### src/verilog/fdc_cmd_pkg.sv
// constants for the floppy command engine: codes, result layouts, reset values
package fdc_cmd_pkg;
	// apb register byte offsets
	localparam logic [7:0] OFS_DATA    = 8'h00;
	localparam logic [7:0] OFS_STATUS  = 8'h04;
	localparam logic [7:0] OFS_DRVCTL  = 8'h08;
	localparam logic [7:0] OFS_SEEKRES = 8'h0c;
	localparam logic [7:0] OFS_DRVSTAT = 8'h10;
	// main status bit positions
	localparam int MS_RQM  = 7;
	localparam int MS_DIO  = 6;
	localparam int MS_BUSY = 4;
	// command codes on bits 4:0 of the first byte
	localparam logic [4:0] CODE_READ_ID  = 5'h0a;
	localparam logic [4:0] CODE_DUMP     = 5'h0e;
	localparam logic [4:0] CODE_LOCK     = 5'h14;
	localparam logic [4:0] CODE_FORMAT   = 5'h0d;
	localparam logic [4:0] CODE_CONFIG   = 5'h13;
	localparam logic [4:0] CODE_SPECIFY  = 5'h03;
	localparam logic [4:0] CODE_RD_DATA  = 5'h06;
	localparam logic [4:0] CODE_RD_DEL   = 5'h0c;
	localparam logic [4:0] CODE_WR_DATA  = 5'h05;
	localparam logic [4:0] CODE_WR_DEL   = 5'h09;
	localparam logic [4:0] CODE_RD_TRACK = 5'h02;
	localparam logic [4:0] CODE_VER      = 5'h16;
	// parameter and result byte counts
	localparam logic [3:0] XFER_PARAMS   = 4'h8;
	localparam logic [3:0] XFER_RESULTS  = 4'h7;
	localparam logic [3:0] READID_PARAMS = 4'h1;
	localparam logic [3:0] DUMP_RESULTS  = 4'ha;
	localparam logic [3:0] CONFIG_PARAMS = 4'h3;
	localparam logic [3:0] SPEC_PARAMS   = 4'h2;
	localparam logic [3:0] FMT_PARAMS    = 4'h5;
	// status byte values, lock result bit and implied seek config bit positions
	localparam logic [7:0] RES0_INVALID  = 8'h80;
	localparam logic [7:0] RES0_ABNORMAL = 8'h40;
	localparam int         LOCK_BIT_POS  = 4;
	localparam int         ISEEK_BIT_POS = 6;
	// one step of the implied seek, in ns and in cycles
	localparam int         CLK_PERIOD_NS = 4;
	localparam int         STEP_NS       = 400;
	localparam logic [7:0] STEP_CYC      = 8'(STEP_NS / CLK_PERIOD_NS);
	// reset values
	localparam logic [7:0] SPEC1_RST     = 8'h00;
	localparam logic [7:0] SPEC2_RST     = 8'h00;
	localparam logic [7:0] CFG_RST       = 8'h20;
	localparam logic [7:0] PRETRK_RST    = 8'h00;
	localparam logic [7:0] PERP_RST      = 8'h00;
endpackage

### src/verilog/seek_unit.sv
// seek sequencer that steps a present-cylinder value toward a target
`timescale 1ns/100ps
`default_nettype none
module seek_unit
	import fdc_cmd_pkg::*;
(
	// clock and reset
	input  wire logic       clk_in,
	input  wire logic       rst_b_in,
	// request
	input  wire logic       start_in,
	input  wire logic [7:0] from_cyl_in,
	input  wire logic [7:0] to_cyl_in,
	input  wire logic       fault_in,
	// outcome
	output logic            busy_out,
	output logic            done_out,
	output logic            fail_out,
	output logic [7:0]      cyl_out
);
	logic [7:0] cnt_ff;
	logic [7:0] nxt_cnt;
	logic [7:0] cyl_ff;
	logic [7:0] nxt_cyl;
	logic       busy_ff;
	logic       nxt_busy;
	logic       done_ff;
	logic       nxt_done;
	logic       fail_ff;
	logic       nxt_fail;

	always_comb
	begin
		nxt_cnt  = cnt_ff;
		nxt_cyl  = cyl_ff;
		nxt_busy = busy_ff;
		nxt_done = 1'b0;
		nxt_fail = fail_ff;
		if (start_in)
		begin
			nxt_busy = 1'b1;
			nxt_cyl  = from_cyl_in;
			nxt_cnt  = STEP_CYC;
			nxt_fail = 1'b0;
		end
		else if (busy_ff)
		begin
			if (fault_in)
			begin
				nxt_busy = 1'b0;
				nxt_done = 1'b1;
				nxt_fail = 1'b1;
			end
			else if (cyl_ff == to_cyl_in)
			begin
				nxt_busy = 1'b0;
				nxt_done = 1'b1;
			end
			else if (cnt_ff == 8'h01)
			begin
				nxt_cnt = STEP_CYC;
				nxt_cyl = (cyl_ff < to_cyl_in) ? cyl_ff + 8'h01 : cyl_ff - 8'h01;
			end
			else
			begin
				nxt_cnt = cnt_ff - 8'h01;
			end
		end
	end

	always_ff @(posedge clk_in or negedge rst_b_in)
	begin
		if (!rst_b_in)
		begin
			cnt_ff  <= 8'h00;
			cyl_ff  <= 8'h00;
			busy_ff <= 1'b0;
			done_ff <= 1'b0;
			fail_ff <= 1'b0;
		end
		else
		begin
			cnt_ff  <= nxt_cnt;
			cyl_ff  <= nxt_cyl;
			busy_ff <= nxt_busy;
			done_ff <= nxt_done;
			fail_ff <= nxt_fail;
		end
	end

	assign busy_out = busy_ff;
	assign done_out = done_ff;
	assign fail_out = fail_ff;
	assign cyl_out  = cyl_ff;
endmodule
`default_nettype wire

### src/verilog/floppy_cmd_seek_dump_logic.sv
// command engine: byte protocol, register dump, read id, transfers with implied seek
`timescale 1ns/100ps
`default_nettype none
// What this block does
// RQ1: count byte: sectors after format, else end sector
// RQ2: internal unit select never drives select pins
// RQ3: host keeps unit select matching drive control; the block never compares the two
// RQ4: transfer commands share parameters and results
// RQ5: implied seek before transfer when enabled
// RQ6: implied seek needs no extra host action
// RQ7: selected drive busy bit during seek
// RQ8: seek failure reported in normal results
// RQ9: read id returns seven ordered result bytes
// RQ10: undefined code returns one invalid status
// RQ11: lock answer echoes lock bit at four
module floppy_cmd_seek_dump_logic
	import fdc_cmd_pkg::*;
(
	// clock and reset
	input  wire logic        clk_in,
	input  wire logic        rst_b_in,
	// apb slave
	input  wire logic        psel_in,
	input  wire logic        penable_in,
	input  wire logic        pwrite_in,
	input  wire logic [7:0]  paddr_in,
	input  wire logic [31:0] pwdata_in,
	output logic [31:0]      prdata_out,
	output logic             pready_out,
	output logic             pslverr_out,
	// drive pins
	input  wire logic        seek_fault_in,
	output logic [1:0]       drive_select_out
);
	typedef enum {S_IDLE, S_PARAM, S_SEEK, S_RESULT} phase_e;
	phase_e      phase_ff;
	phase_e      nxt_phase;
	logic [7:0]  cmd_ff;
	logic [7:0]  nxt_cmd;
	logic [3:0]  idx_ff;
	logic [3:0]  nxt_idx;
	logic [3:0]  need_ff;
	logic [3:0]  nxt_need;
	logic [7:0]  par_ff [0:7];
	logic [7:0]  nxt_par [0:7];
	logic [7:0]  res_ff [0:9];
	logic [7:0]  nxt_res [0:9];
	logic [7:0]  cyl_ff [0:3];
	logic [7:0]  nxt_cyl [0:3];
	logic [7:0]  spec1_ff, spec2_ff, cfg_ff, pretrk_ff, perp_ff, cnt_ff;
	logic [7:0]  nxt_spec1, nxt_spec2, nxt_cfg, nxt_pretrk, nxt_perp, nxt_cnt;
	logic        lock_ff, nxt_lock;
	logic [1:0]  unit_ff, nxt_unit;
	logic [1:0]  dsel_ff, nxt_dsel;
	logic [3:0]  bsy_ff, nxt_bsy;
	logic [31:0] rdata_ff, nxt_rdata;
	logic        rdy_ff, nxt_rdy;
	logic        err_ff, nxt_err;
	logic [2:0]  flt_sync_ff;
	logic        flt_ff;
	logic        nxt_flt;
	logic        seek_start, seek_busy, seek_done, seek_fail;
	logic [7:0]  seek_cyl;
	logic        setup, wr_data, rd_data, mapped;
	logic [4:0]  op;
	logic        is_xfer;
	logic [7:0]  mst;

	assign setup   = psel_in && !penable_in;
	assign wr_data = setup && pwrite_in && paddr_in == OFS_DATA;
	assign rd_data = setup && !pwrite_in && paddr_in == OFS_DATA;
	assign mapped  = paddr_in == OFS_DATA || paddr_in == OFS_STATUS || paddr_in == OFS_DRVCTL
		|| paddr_in == OFS_SEEKRES || paddr_in == OFS_DRVSTAT;
	assign op      = cmd_ff[4:0];
	// one decode for every transfer code
	assign is_xfer = op == CODE_RD_DATA || op == CODE_RD_DEL || op == CODE_WR_DATA
		|| op == CODE_WR_DEL || op == CODE_RD_TRACK || op == CODE_VER; // RQ4
	always_comb
	begin
		mst          = 8'h00;
		mst[3:0]     = bsy_ff; // RQ7
		mst[MS_BUSY] = phase_ff != S_IDLE;
		mst[MS_DIO]  = phase_ff == S_RESULT;
		mst[MS_RQM]  = phase_ff != S_SEEK;
	end

	seek_unit seek_unit_i
	(
		.clk_in      (clk_in),
		.rst_b_in    (rst_b_in),
		.start_in    (seek_start),
		.from_cyl_in (cyl_ff[unit_ff]),
		.to_cyl_in   (par_ff[1]),
		.fault_in    (flt_ff),
		.busy_out    (seek_busy),
		.done_out    (seek_done),
		.fail_out    (seek_fail),
		.cyl_out     (seek_cyl)
	);

	always_comb
	begin
		nxt_phase  = phase_ff;
		nxt_cmd    = cmd_ff;
		nxt_idx    = idx_ff;
		nxt_need   = need_ff;
		nxt_par    = par_ff;
		nxt_res    = res_ff;
		nxt_cyl    = cyl_ff;
		nxt_spec1  = spec1_ff;
		nxt_spec2  = spec2_ff;
		nxt_cfg    = cfg_ff;
		nxt_pretrk = pretrk_ff;
		nxt_perp   = perp_ff;
		nxt_cnt    = cnt_ff;
		nxt_lock   = lock_ff;
		nxt_unit   = unit_ff;
		nxt_dsel   = dsel_ff;
		nxt_bsy    = bsy_ff;
		nxt_flt    = flt_sync_ff[2] == flt_sync_ff[1] ? flt_sync_ff[1] : flt_ff;
		seek_start = 1'b0;
		nxt_rdy    = setup;
		nxt_err    = setup && !mapped;
		nxt_rdata  = rdata_ff;
		if (setup && !pwrite_in)
		begin
			case (paddr_in)
				OFS_DATA:    nxt_rdata = (phase_ff == S_RESULT) ? {24'h0, res_ff[idx_ff]} : 32'h0;
				OFS_STATUS:  nxt_rdata = {24'h0, mst};
				OFS_DRVCTL:  nxt_rdata = {30'h0, dsel_ff};
				OFS_SEEKRES: nxt_rdata = {24'h0, cyl_ff[unit_ff]};
				OFS_DRVSTAT: nxt_rdata = {29'h0, flt_ff, unit_ff};
				default:     nxt_rdata = 32'h0;
			endcase
		end
		// drive select pins follow only this register
		if (setup && pwrite_in && paddr_in == OFS_DRVCTL)
			nxt_dsel = pwdata_in[1:0]; // RQ2
		case (phase_ff)
			S_IDLE:
			begin
				if (wr_data)
				begin
					nxt_cmd = pwdata_in[7:0];
					nxt_idx = 4'h0;
					nxt_phase = S_PARAM;
					case (pwdata_in[4:0])
						CODE_RD_DATA, CODE_RD_DEL, CODE_WR_DATA, CODE_WR_DEL, CODE_RD_TRACK, CODE_VER:
							nxt_need = XFER_PARAMS; // RQ4
						CODE_READ_ID: nxt_need = READID_PARAMS;
						CODE_CONFIG:  nxt_need = CONFIG_PARAMS;
						CODE_SPECIFY: nxt_need = SPEC_PARAMS;
						CODE_FORMAT:  nxt_need = FMT_PARAMS;
						CODE_DUMP:
						begin
							nxt_res[0] = cyl_ff[0];
							nxt_res[1] = cyl_ff[1];
							nxt_res[2] = cyl_ff[2];
							nxt_res[3] = cyl_ff[3];
							nxt_res[4] = spec1_ff;
							nxt_res[5] = spec2_ff;
							nxt_res[6] = cnt_ff; // RQ1
							nxt_res[7] = {lock_ff, perp_ff[6:0]};
							nxt_res[8] = cfg_ff;
							nxt_res[9] = pretrk_ff;
							nxt_need   = DUMP_RESULTS;
							nxt_phase  = S_RESULT;
						end
						CODE_LOCK:
						begin
							nxt_lock   = pwdata_in[7];
							nxt_res[0] = 8'h00;
							nxt_res[0][LOCK_BIT_POS] = pwdata_in[7]; // RQ11
							nxt_need   = 4'h1;
							nxt_phase  = S_RESULT;
						end
						default:
						begin
							nxt_res[0] = RES0_INVALID; // RQ10
							nxt_need   = 4'h1;
							nxt_phase  = S_RESULT;
						end
					endcase
				end
			end
			S_PARAM:
			begin
				if (wr_data)
				begin
					nxt_par[idx_ff[2:0]] = pwdata_in[7:0];
					nxt_idx = idx_ff + 4'h1;
					if (idx_ff == 4'h0)
						nxt_unit = pwdata_in[1:0]; // RQ2
					if (idx_ff + 4'h1 == need_ff)
					begin
						nxt_idx   = 4'h0;
						nxt_phase = S_RESULT;
						nxt_res[0] = {5'h0, par_ff[0][2], unit_ff};
						nxt_res[1] = 8'h00;
						nxt_res[2] = 8'h00;
						if (is_xfer)
						begin
							nxt_res[3] = par_ff[1];
							nxt_res[4] = par_ff[2];
							nxt_res[5] = par_ff[3];
							nxt_res[6] = par_ff[4];
							nxt_need   = XFER_RESULTS;
							nxt_cnt    = par_ff[5]; // RQ1
							if (cfg_ff[ISEEK_BIT_POS])
							begin
								seek_start = 1'b1; // RQ5
								nxt_bsy[unit_ff] = 1'b1; // RQ7
								nxt_phase = S_SEEK;
							end
						end
						else if (op == CODE_READ_ID)
						begin
							nxt_res[0] = {5'h0, pwdata_in[2], pwdata_in[1:0]};
							nxt_res[3] = cyl_ff[pwdata_in[1:0]]; // RQ9
							nxt_res[4] = {7'h0, pwdata_in[2]};
							nxt_res[5] = 8'h01;
							nxt_res[6] = 8'h02;
							nxt_need   = XFER_RESULTS;
						end
						else
						begin
							nxt_phase = S_IDLE;
							if (op == CODE_CONFIG)
							begin
								nxt_cfg    = par_ff[1];
								nxt_pretrk = pwdata_in[7:0];
							end
							if (op == CODE_SPECIFY)
							begin
								nxt_spec1 = par_ff[0];
								nxt_spec2 = pwdata_in[7:0];
							end
							if (op == CODE_FORMAT)
								nxt_cnt = par_ff[2]; // RQ1
						end
					end
				end
			end
			S_SEEK:
			begin
				// seek finishes on its own, results follow with no host step
				if (seek_done)
				begin
					nxt_bsy[unit_ff] = 1'b0; // RQ6
					nxt_cyl[unit_ff] = seek_cyl;
					nxt_phase = S_RESULT;
					if (seek_fail)
					begin
						nxt_res[0] = RES0_ABNORMAL | {5'h0, par_ff[0][2], unit_ff}; // RQ8
						nxt_res[3] = seek_cyl; // RQ8
					end
				end
			end
			S_RESULT:
			begin
				if (rd_data)
				begin
					nxt_idx = idx_ff + 4'h1;
					if (idx_ff + 4'h1 == need_ff)
					begin
						nxt_idx   = 4'h0;
						nxt_phase = S_IDLE;
					end
				end
			end
			default: nxt_phase = S_IDLE;
		endcase
	end

	always_ff @(posedge clk_in or negedge rst_b_in)
	begin
		if (!rst_b_in)
		begin
			phase_ff    <= S_IDLE;
			cmd_ff      <= 8'h00;
			idx_ff      <= 4'h0;
			need_ff     <= 4'h0;
			par_ff      <= '{default: 8'h00};
			res_ff      <= '{default: 8'h00};
			cyl_ff      <= '{default: 8'h00};
			spec1_ff    <= SPEC1_RST;
			spec2_ff    <= SPEC2_RST;
			cfg_ff      <= CFG_RST;
			pretrk_ff   <= PRETRK_RST;
			perp_ff     <= PERP_RST;
			cnt_ff      <= 8'h00;
			lock_ff     <= 1'b0;
			unit_ff     <= 2'h0;
			dsel_ff     <= 2'h0;
			bsy_ff      <= 4'h0;
			rdata_ff    <= 32'h0;
			rdy_ff      <= 1'b0;
			err_ff      <= 1'b0;
			flt_sync_ff <= 3'h0;
			flt_ff      <= 1'b0;
		end
		else
		begin
			phase_ff    <= nxt_phase;
			cmd_ff      <= nxt_cmd;
			idx_ff      <= nxt_idx;
			need_ff     <= nxt_need;
			par_ff      <= nxt_par;
			res_ff      <= nxt_res;
			cyl_ff      <= nxt_cyl;
			spec1_ff    <= nxt_spec1;
			spec2_ff    <= nxt_spec2;
			cfg_ff      <= nxt_cfg;
			pretrk_ff   <= nxt_pretrk;
			perp_ff     <= nxt_perp;
			cnt_ff      <= nxt_cnt;
			lock_ff     <= nxt_lock;
			unit_ff     <= nxt_unit;
			dsel_ff     <= nxt_dsel;
			bsy_ff      <= nxt_bsy;
			rdata_ff    <= nxt_rdata;
			rdy_ff      <= nxt_rdy;
			err_ff      <= nxt_err;
			flt_sync_ff <= {flt_sync_ff[1:0], seek_fault_in};
			flt_ff      <= nxt_flt;
		end
	end

	assign prdata_out       = rdata_ff;
	assign pready_out       = rdy_ff;
	assign pslverr_out      = err_ff;
	assign drive_select_out = dsel_ff;
endmodule
`default_nettype wire

### config.mk
export PLATFORM = sky130hd
export DESIGN_NAME = floppy_cmd_seek_dump_logic
export DESIGN_NICKNAME = d
export VERILOG_FILES = /design/src/verilog/fdc_cmd_pkg.sv /design/src/verilog/seek_unit.sv /design/src/verilog/floppy_cmd_seek_dump_logic.sv
export SDC_FILE = /design/constraint.sdc
export NUM_CORES = 1
export LEC_CHECK = 0
export BUFFER_PORTS_ARGS = -buffer_cell sky130_fd_sc_hd__buf_2
export CELL_PAD_IN_SITES_DETAIL_PLACEMENT = 1
export CELL_PAD_IN_SITES_GLOBAL_PLACEMENT = 1
export CORE_MARGIN = 1.5
export CORE_UTILIZATION = 49
export DETAILED_ROUTE_END_ITERATION = 6
export HOLD_SLACK_MARGIN = 0.02
export PLACE_DENSITY = 0.91
export SYNTH_ARGS = -nofsm -noshare
export SYNTH_HDL_FRONTEND = slang
export SYNTH_SLANG_ARGS = --single-unit
### constraint.sdc
create_clock -name clk_in -period 4.5 [get_ports clk_in]
set_clock_uncertainty 0.05 [all_clocks]
set_input_delay 0.675 -clock clk_in [delete_from_list [all_inputs] [get_ports clk_in]]
set_output_delay 0.675 -clock clk_in [all_outputs]
set_load 0.03 [all_outputs]
==> Word level (Yosys, flattened, before mapping) <==
Index checks and enable logic that the tools add are counted.
{ "classes": {"n_addsub": 4, "order_cmp": 9, "n_eq_ne": 50, "muxes": 95, "bitwise": 9, "n_reduce_logical": 56} }
{ "op_table": {"columns": ["op", "n"], "rows": [
  ["two-way mux 32 bit", 9],
  ["two-way mux 8 bit", 27],
  ["one-hot mux 32 bit (4 select lines)", 1],
  ["two-way mux 56 bit", 2],
  ["two-way mux 80 bit", 1],
  ["two-way mux 72 bit", 1],
  ["one-hot mux 8 bit (3 select lines)", 3],
  ["bitwise mux 64 bit", 1],
  ["equality test 32 x 2 -> 1 bit, second input constant", 2],
  ["two-way mux 4 bit", 14],
  ["one-hot mux 24 bit (2 select lines)", 1],
  ["equality test 5 x 4 -> 1 bit, second input constant", 9],
  ["one-hot mux 8 bit (5 select lines)", 1],
  ["binary-select mux 8 bit (select 2 bit)", 2],
  ["binary-select mux 8 bit (select 4 bit)", 1],
  ["bitwise mux 32 bit", 1],
  ["equality test 32 x 1 -> 1 bit, second input constant", 1],
  ["equality test 32 x 3 -> 1 bit, second input constant", 1],
  ["zero test 32 bit", 1],
  ["inequality test 32 x 3 -> 1 bit, second input constant", 1],
  ["one-hot mux 16 bit (2 select lines)", 1],
  ["nonzero test 32 bit", 1],
  ["AND reduction 6 bit", 5],
  ["equality test 5 bit, second input constant", 5],
  ["54 further kinds", 131]
]} }
{ "word_totals": {"reg_bits": 320, "inputBits": 46, "out_inout_bits": 36, "elab_cells": 268} }

==> Logic depth before layout (Yosys ltp) <==
{ "depth": {"ltp_word": 12, "depth_mapped": 12, "mapped_depth_nobuf": 12} }

==> Cells and area by module <==
Synthesis repeated with hierarchy kept, for this count alone.
{ "hier_totals": {"hier_cells": 1157, "hier_area_um2": 13570.5} }
{ "by_module_without_submodules": {"columns": ["mod", "n_inst", "cells_per_inst", "area_each_um2", "seq_area_each_um2"], "rows": [
  ["floppy_cmd_seek_dump_logic", 1, 994, 12110.4, 5781.8],
  ["seek_unit", 1, 163, 1460.2, 475.5]
]} }

==> Least setup slack after synthesis <==
OpenSTA, ideal clock, no wires.
{ "synth_timing": {"path_type": "register to register", "startpoint": "register idx_ff[1]", "endpoint": "register res_ff[25] (netlist name)", "setup_time_ns": 0.125, "arrival_ns": 3.230, "required_ns": 4.325, "path_slack_ns": 1.096, "stages_incl_launch_ff": 12, "n_path_buf": 3, "synth_period_minus_slack_ns": 3.404, "cell_sequence": "dfrtp_1 buf_1 clkbuf_1 inv_1 ha_1 xnor2_1 nand3b_1 nor2_1 a21o_1 nand4b_1 clkbuf_1 mux2_2"} }
{ "synth_via": {"elab_chain_cells": 4} }
{ "synth_lines": {"columns": ["element", "line_no", "text"], "rows": [
  ["from (decl)", "floppy_cmd_seek_dump_logic.sv:40", "logic [3:0] idx_ff;"],
  ["from (signal assigned)", "floppy_cmd_seek_dump_logic.sv:306", "idx_ff <= nxt_idx;"],
  ["adder 4 x 1 -> 4 bit", "floppy_cmd_seek_dump_logic.sv:194", "if (idx_ff + 4'h1 == need_ff)"],
  ["equality test 4 bit", "floppy_cmd_seek_dump_logic.sv:194", null],
  ["inequality test 2 bit (no source line)", null, null],
  ["AND reduction 6 bit (no source line)", null, null],
  ["to (signal assigned)", "floppy_cmd_seek_dump_logic.sv:309", "res_ff <= nxt_res;"],
  ["to (decl)", "floppy_cmd_seek_dump_logic.sv:46", "logic [7:0] res_ff [0:9];"]
]} }
No other way between the ends.
A chain may end at the register's enable or synchronous reset.

==> Worst setup path after layout <==
{ "layout_timing": {"startpoint": "register idx_ff[0]", "endpoint": "register res_ff[69] (netlist name)"} }
{ "layout_via": {"elab_chain_cells": 4} }
{ "layout_lines": {"columns": ["element", "line_no"], "rows": [
  ["adder 4 x 1 -> 4 bit", "floppy_cmd_seek_dump_logic.sv:194"],
  ["equality test 4 bit", "floppy_cmd_seek_dump_logic.sv:194"],
  ["inequality test 2 bit (no source line)", null],
  ["AND reduction 5 bit (no source line)", null]
]} }
No other way between the ends.

==> results by stage <==
Run status:
- The flow ran to the end, and the final reports show no timing, DRC or antenna violations.

Floorplanning:
- The area inside the core boundary is 25400 sq um.
- The die covers 27000 sq um.
- The initial standard-cell utilization of the core is 50.3%.
- The floorplan step set the die width to 164 um.
- The count of standard-cell rows is 58.
- The height of the chip is 164 um.
- The I/O pin count is 82.

Global route:
- The global-route wire length before repair is 71.6 mm.
- The pin count of the biggest net entering global routing is 113.
- The number of global-route vias before repair is 11600.
- The global routing usage summed across all routing layers is 35.8%.
- The number of antenna violations at the first check in global routing was 4.
- For this run the aggregate overflow at the end of global routing stands at 0.

Synthesis:
- The synthesized design contains 0 enable-type register cells.
- The proportion of synthesized flip-flops having asynchronous set or reset is 100%.
- Among all flip-flop cells after synthesis, the most frequent one is sky130_fd_sc_hd__dfrtp_1.
- The synthesized flop and latch total is 250.
- The synthesized area per cell is 11.2 sq um.
- The number of distinct library cells after synthesis is 73.
- The mapped netlist covers 12800 sq um.
- For this run, the number of Yosys warnings is 0.
- Synthesis produced 1138 cells.
- The share of the yosys chip area belonging to registers is 49.0%.

Clock tree:
- In this run the deepest clock path goes through 3 buffers.
- The clock transition at the registers of the reported paths is 80 ps.
- The number of hold-repair buffers added at the cts stage is 0.
- The number of buffers added for setup after CTS is 0.
- The TritonCTS clock tree is yes.
- The cell at the root of the clock tree is sky130_fd_sc_hd__clkbuf_16.
- The source-to-sink clock delay at the later pin of the worst-skew pair is 580 ps.
- For this design, the sink count on the clock tree is 250.
- The H-tree depth is 1.
- The post-cts resize count is 0.
- In this run, CTS created clock tree buffers numbering 27.

Detailed routing:
- The count of routing violations after the opening detailed-route iteration is 1344.
- In the routed layout, each cell is associated on average with a via count of 7.12.
- The count of antenna-violating nets left after detailed routing is 0.
- The total number of vias is 10700.
- The first detailed-routing pass ran for 6 iterations.
- The number of DRC violations after detailed routing is 0.
- The total detailed-routing wirelength is 47.2 mm.
- The routed wirelength normalized by instance count is 31.3 um.

Pwr:
- For this design the static power due to leakage is 6.59 nW.
- The cell area power density is 406 nW/um^2.
- IR analysis of the VDD net gives a maximum drop of 0.000345 V.

Worst setup path:
- The number of buffers and inverters on the critical path is 1.
- The family of cells with the greatest summed delay on the critical path is simple AND/OR/NAND/NOR gates.
- The highest fanout seen on the critical path is 18.
- The type of origin of the critical path is a flip-flop.
- Data on the critical path arrives at its endpoint at 4210 ps.
- The largest single stage delay on the critical path is 790 ps.
- Walking the worst path, the cells encountered are ha_1, xor3_1, nand3b_1, nor2_1, o2111ai_2, buf_4, nand2_1, o21ai_0.
- The worst setup path is captured at a flip-flop.
- The slowest stage of the critical path is the sky130_fd_sc_hd__dfrtp_1 cell.
- The startpoint-to-endpoint class of the critical path is flip-flop to flip-flop.
- The data required time at the worst endpoint is 4870 ps.

Timing:
- The tightest hold path in the finished design has a slack of 124 ps.
- Setup repair after global routing left no endpoint under its margin.
- The worst relative slew slack is 14.8%.
- The number of hold violations in the final report was 0.
- Setup violations remaining at the end of the flow were counted as 0.
- The max-slew violation count came to 0.
- The shortest clock period the worst path allows after layout is 3850 ps.
- The pin slew with the least headroom to its limit is 1260 ps.
- The final critical path takes up 85.5% of the cycle.
- The timing-limited maximum frequency is 260 MHz.
- Adding up every negative setup slack in the final design gives 0 ps.

Run:
- The tool flagged a number of max-cap violations equal to 0.

Finish:
- The library cells used most frequently in the layout, excluding fill and tap cells, are 249 x sky130_fd_sc_hd__dfrtp_1, 146 x sky130_fd_sc_hd__mux2_2, 137 x sky130_fd_sc_hd__nand2_1, 89 x sky130_fd_sc_hd__o21ai_0, 42 x sky130_fd_sc_hd__nor2_1.
- Leaving out fill and tap cells, the most frequent cell in the layout is sky130_fd_sc_hd__dfrtp_1.
- The antenna diode instance count is 0.
- The fraction of final layout cells with drive strength greater than 1 is 24.2%.
- The area added between synthesis and finish is 10.5%.
- The net count reported at finish is 1228.

Placement:
- At the end of routability-driven placement, the weighted congestion stood at 0.911.
- The estimated wirelength of the detail-placed design is 27.6 mm.
- Input and output buffers added on the ports amount to 33.

Worst hold path:
- The path type of the worst min-delay path is primary input to asynchronous set/reset pin.
-- sequential cells by signal, summed over array words and instances (netlist names), 5 cells and up, named ones only --
| name | flops |
|---|---|
| cfg_ff | 8 |
| seek_unit_i.cyl_out | 8 |
| pretrk_ff | 8 |
| prdata_out | 8 |
| par_ff | 48 |
| spec1_ff | 8 |
| cnt_ff | 8 |
| spec2_ff | 8 |
| cyl_ff | 32 |
| cmd_ff | 5 |
| seek_unit_i.cnt_ff | 8 |
| res_ff | 73 |
-- cell families (layout without fill, tap and decap cells) --
kind of cell / Yosys count / after routing / synth area share, %
XOR/XNOR: 13 / 13 / 1.01
multiplexers: 213 / 213 / 20.6
other: 1 / 24 / 0.0294
adder cells (fa/ha/maj): 25 / 25 / 2.49
AO/OA/AOI/OAI: 223 / 223 / 11.4
buffers and inverters: 119 / 137 / 4.44
AND/OR/NAND/NOR: 294 / 294 / 11.1
flip-flops: 250 / 250 / 49.0
-- synthesized netlist by cell type (all sizes together), types with 3 or more instances --
library cell	count	area [sq um]
a31oi	7	43.8
nand4b	3	26.3
o21bai	3	22.5
nand3b	4	30.0
nor4	3	33.8
nor2b	16	100
nor3	21	110
nand4	7	43.8
nor2	45	174
and3	4	25.0
inv	30	113
a22o	24	210
a211o	4	35.0
mux4	25	563
o22ai	8	50.1
o31ai	4	30.0
a21o	5	37.5
xor2	4	35.0
a22oi	14	105
a21oi	23	115
or3	6	37.5
or4	8	63.8
ha	23	288
dfrtp	249	6230
nand2b	6	37.5
mux2i	41	410
o211ai	10	75.1
buf	40	270
o2111ai	3	26.3
nor4b	3	26.3
xnor2	8	70.1
nand2	137	514
a221oi	3	26.3
a211oi	3	22.5
nand3	19	95.1
o21ai	90	450
clkbuf	49	184
mux2	147	1660
a221o	5	50.1
-- through the flow --
step	total power [W]	instance area [sq um]	setup WS [ps]	instances	utilization [%]
6_report	0.00572	14100	652	1509	55.5
5_1_grt	0.00582	14100	643	1509	55.5
4_1_cts	0.00564	14100	714	1509	55.5
2_1_floorplan	0.00296	12900	1100	1161	-
3_5_place_dp	0.00326	13200	687	1459	52.0
3_3_place_gp	0.00320	13200	802	1459	52.0
-- metal layers --
layer	up-vias	global-route usage, %	routed length (um)
met4	6	24.1	3800
met3	329	11.9	5400
met1	5446	40.3	16200
met2	842	57.9	21800
met5	-	0	46
li1	4117	-	-
-- path summary, 6_finish.rpt --
check | from | endpoint | slack (ps) | cells past startpoint
min in group clk_in | seek_fault_in | flt_sync_ff[0]$_DFF_PN0_ | 200 | 1
worst max register to register | idx_ff[0]$_DFFE_PN0P_ | res_ff[69]$_DFFE_PN0P_ | 650 | 8
worst min-delay path | rst_b_in | cyl_ff[18]$_DFFE_PN0P_ | 120 | 1
worst min register to register | flt_sync_ff[0]$_DFF_PN0_ | flt_sync_ff[1]$_DFF_PN0_ | 330 | 0
worst max-delay path | idx_ff[0]$_DFFE_PN0P_ | res_ff[69]$_DFFE_PN0P_ | 650 | 8
max in group asynchronous | rst_b_in | res_ff[76]$_DFFE_PN0P_ | 3210 | 2
-- power breakdown --
group,switching [W],internal [W]
logic,0.000706,0.000276
clock network,0.00101,0.00134
registers,0.0000823,0.00231
total,0.00180,0.00393
-- cell type report --
type / count / area [sq um]
clock buffers: 42 / 802
flip-flops and latches: 250 / 6260
multi-input cells: 792 / 6050
clock inverters: 8 / 100
fillers: 2635 / 11300
well taps: 330 / 413
repair buffers: 57 / 368
inverters: 30 / 113
Power figures use the tool's default switching activity.
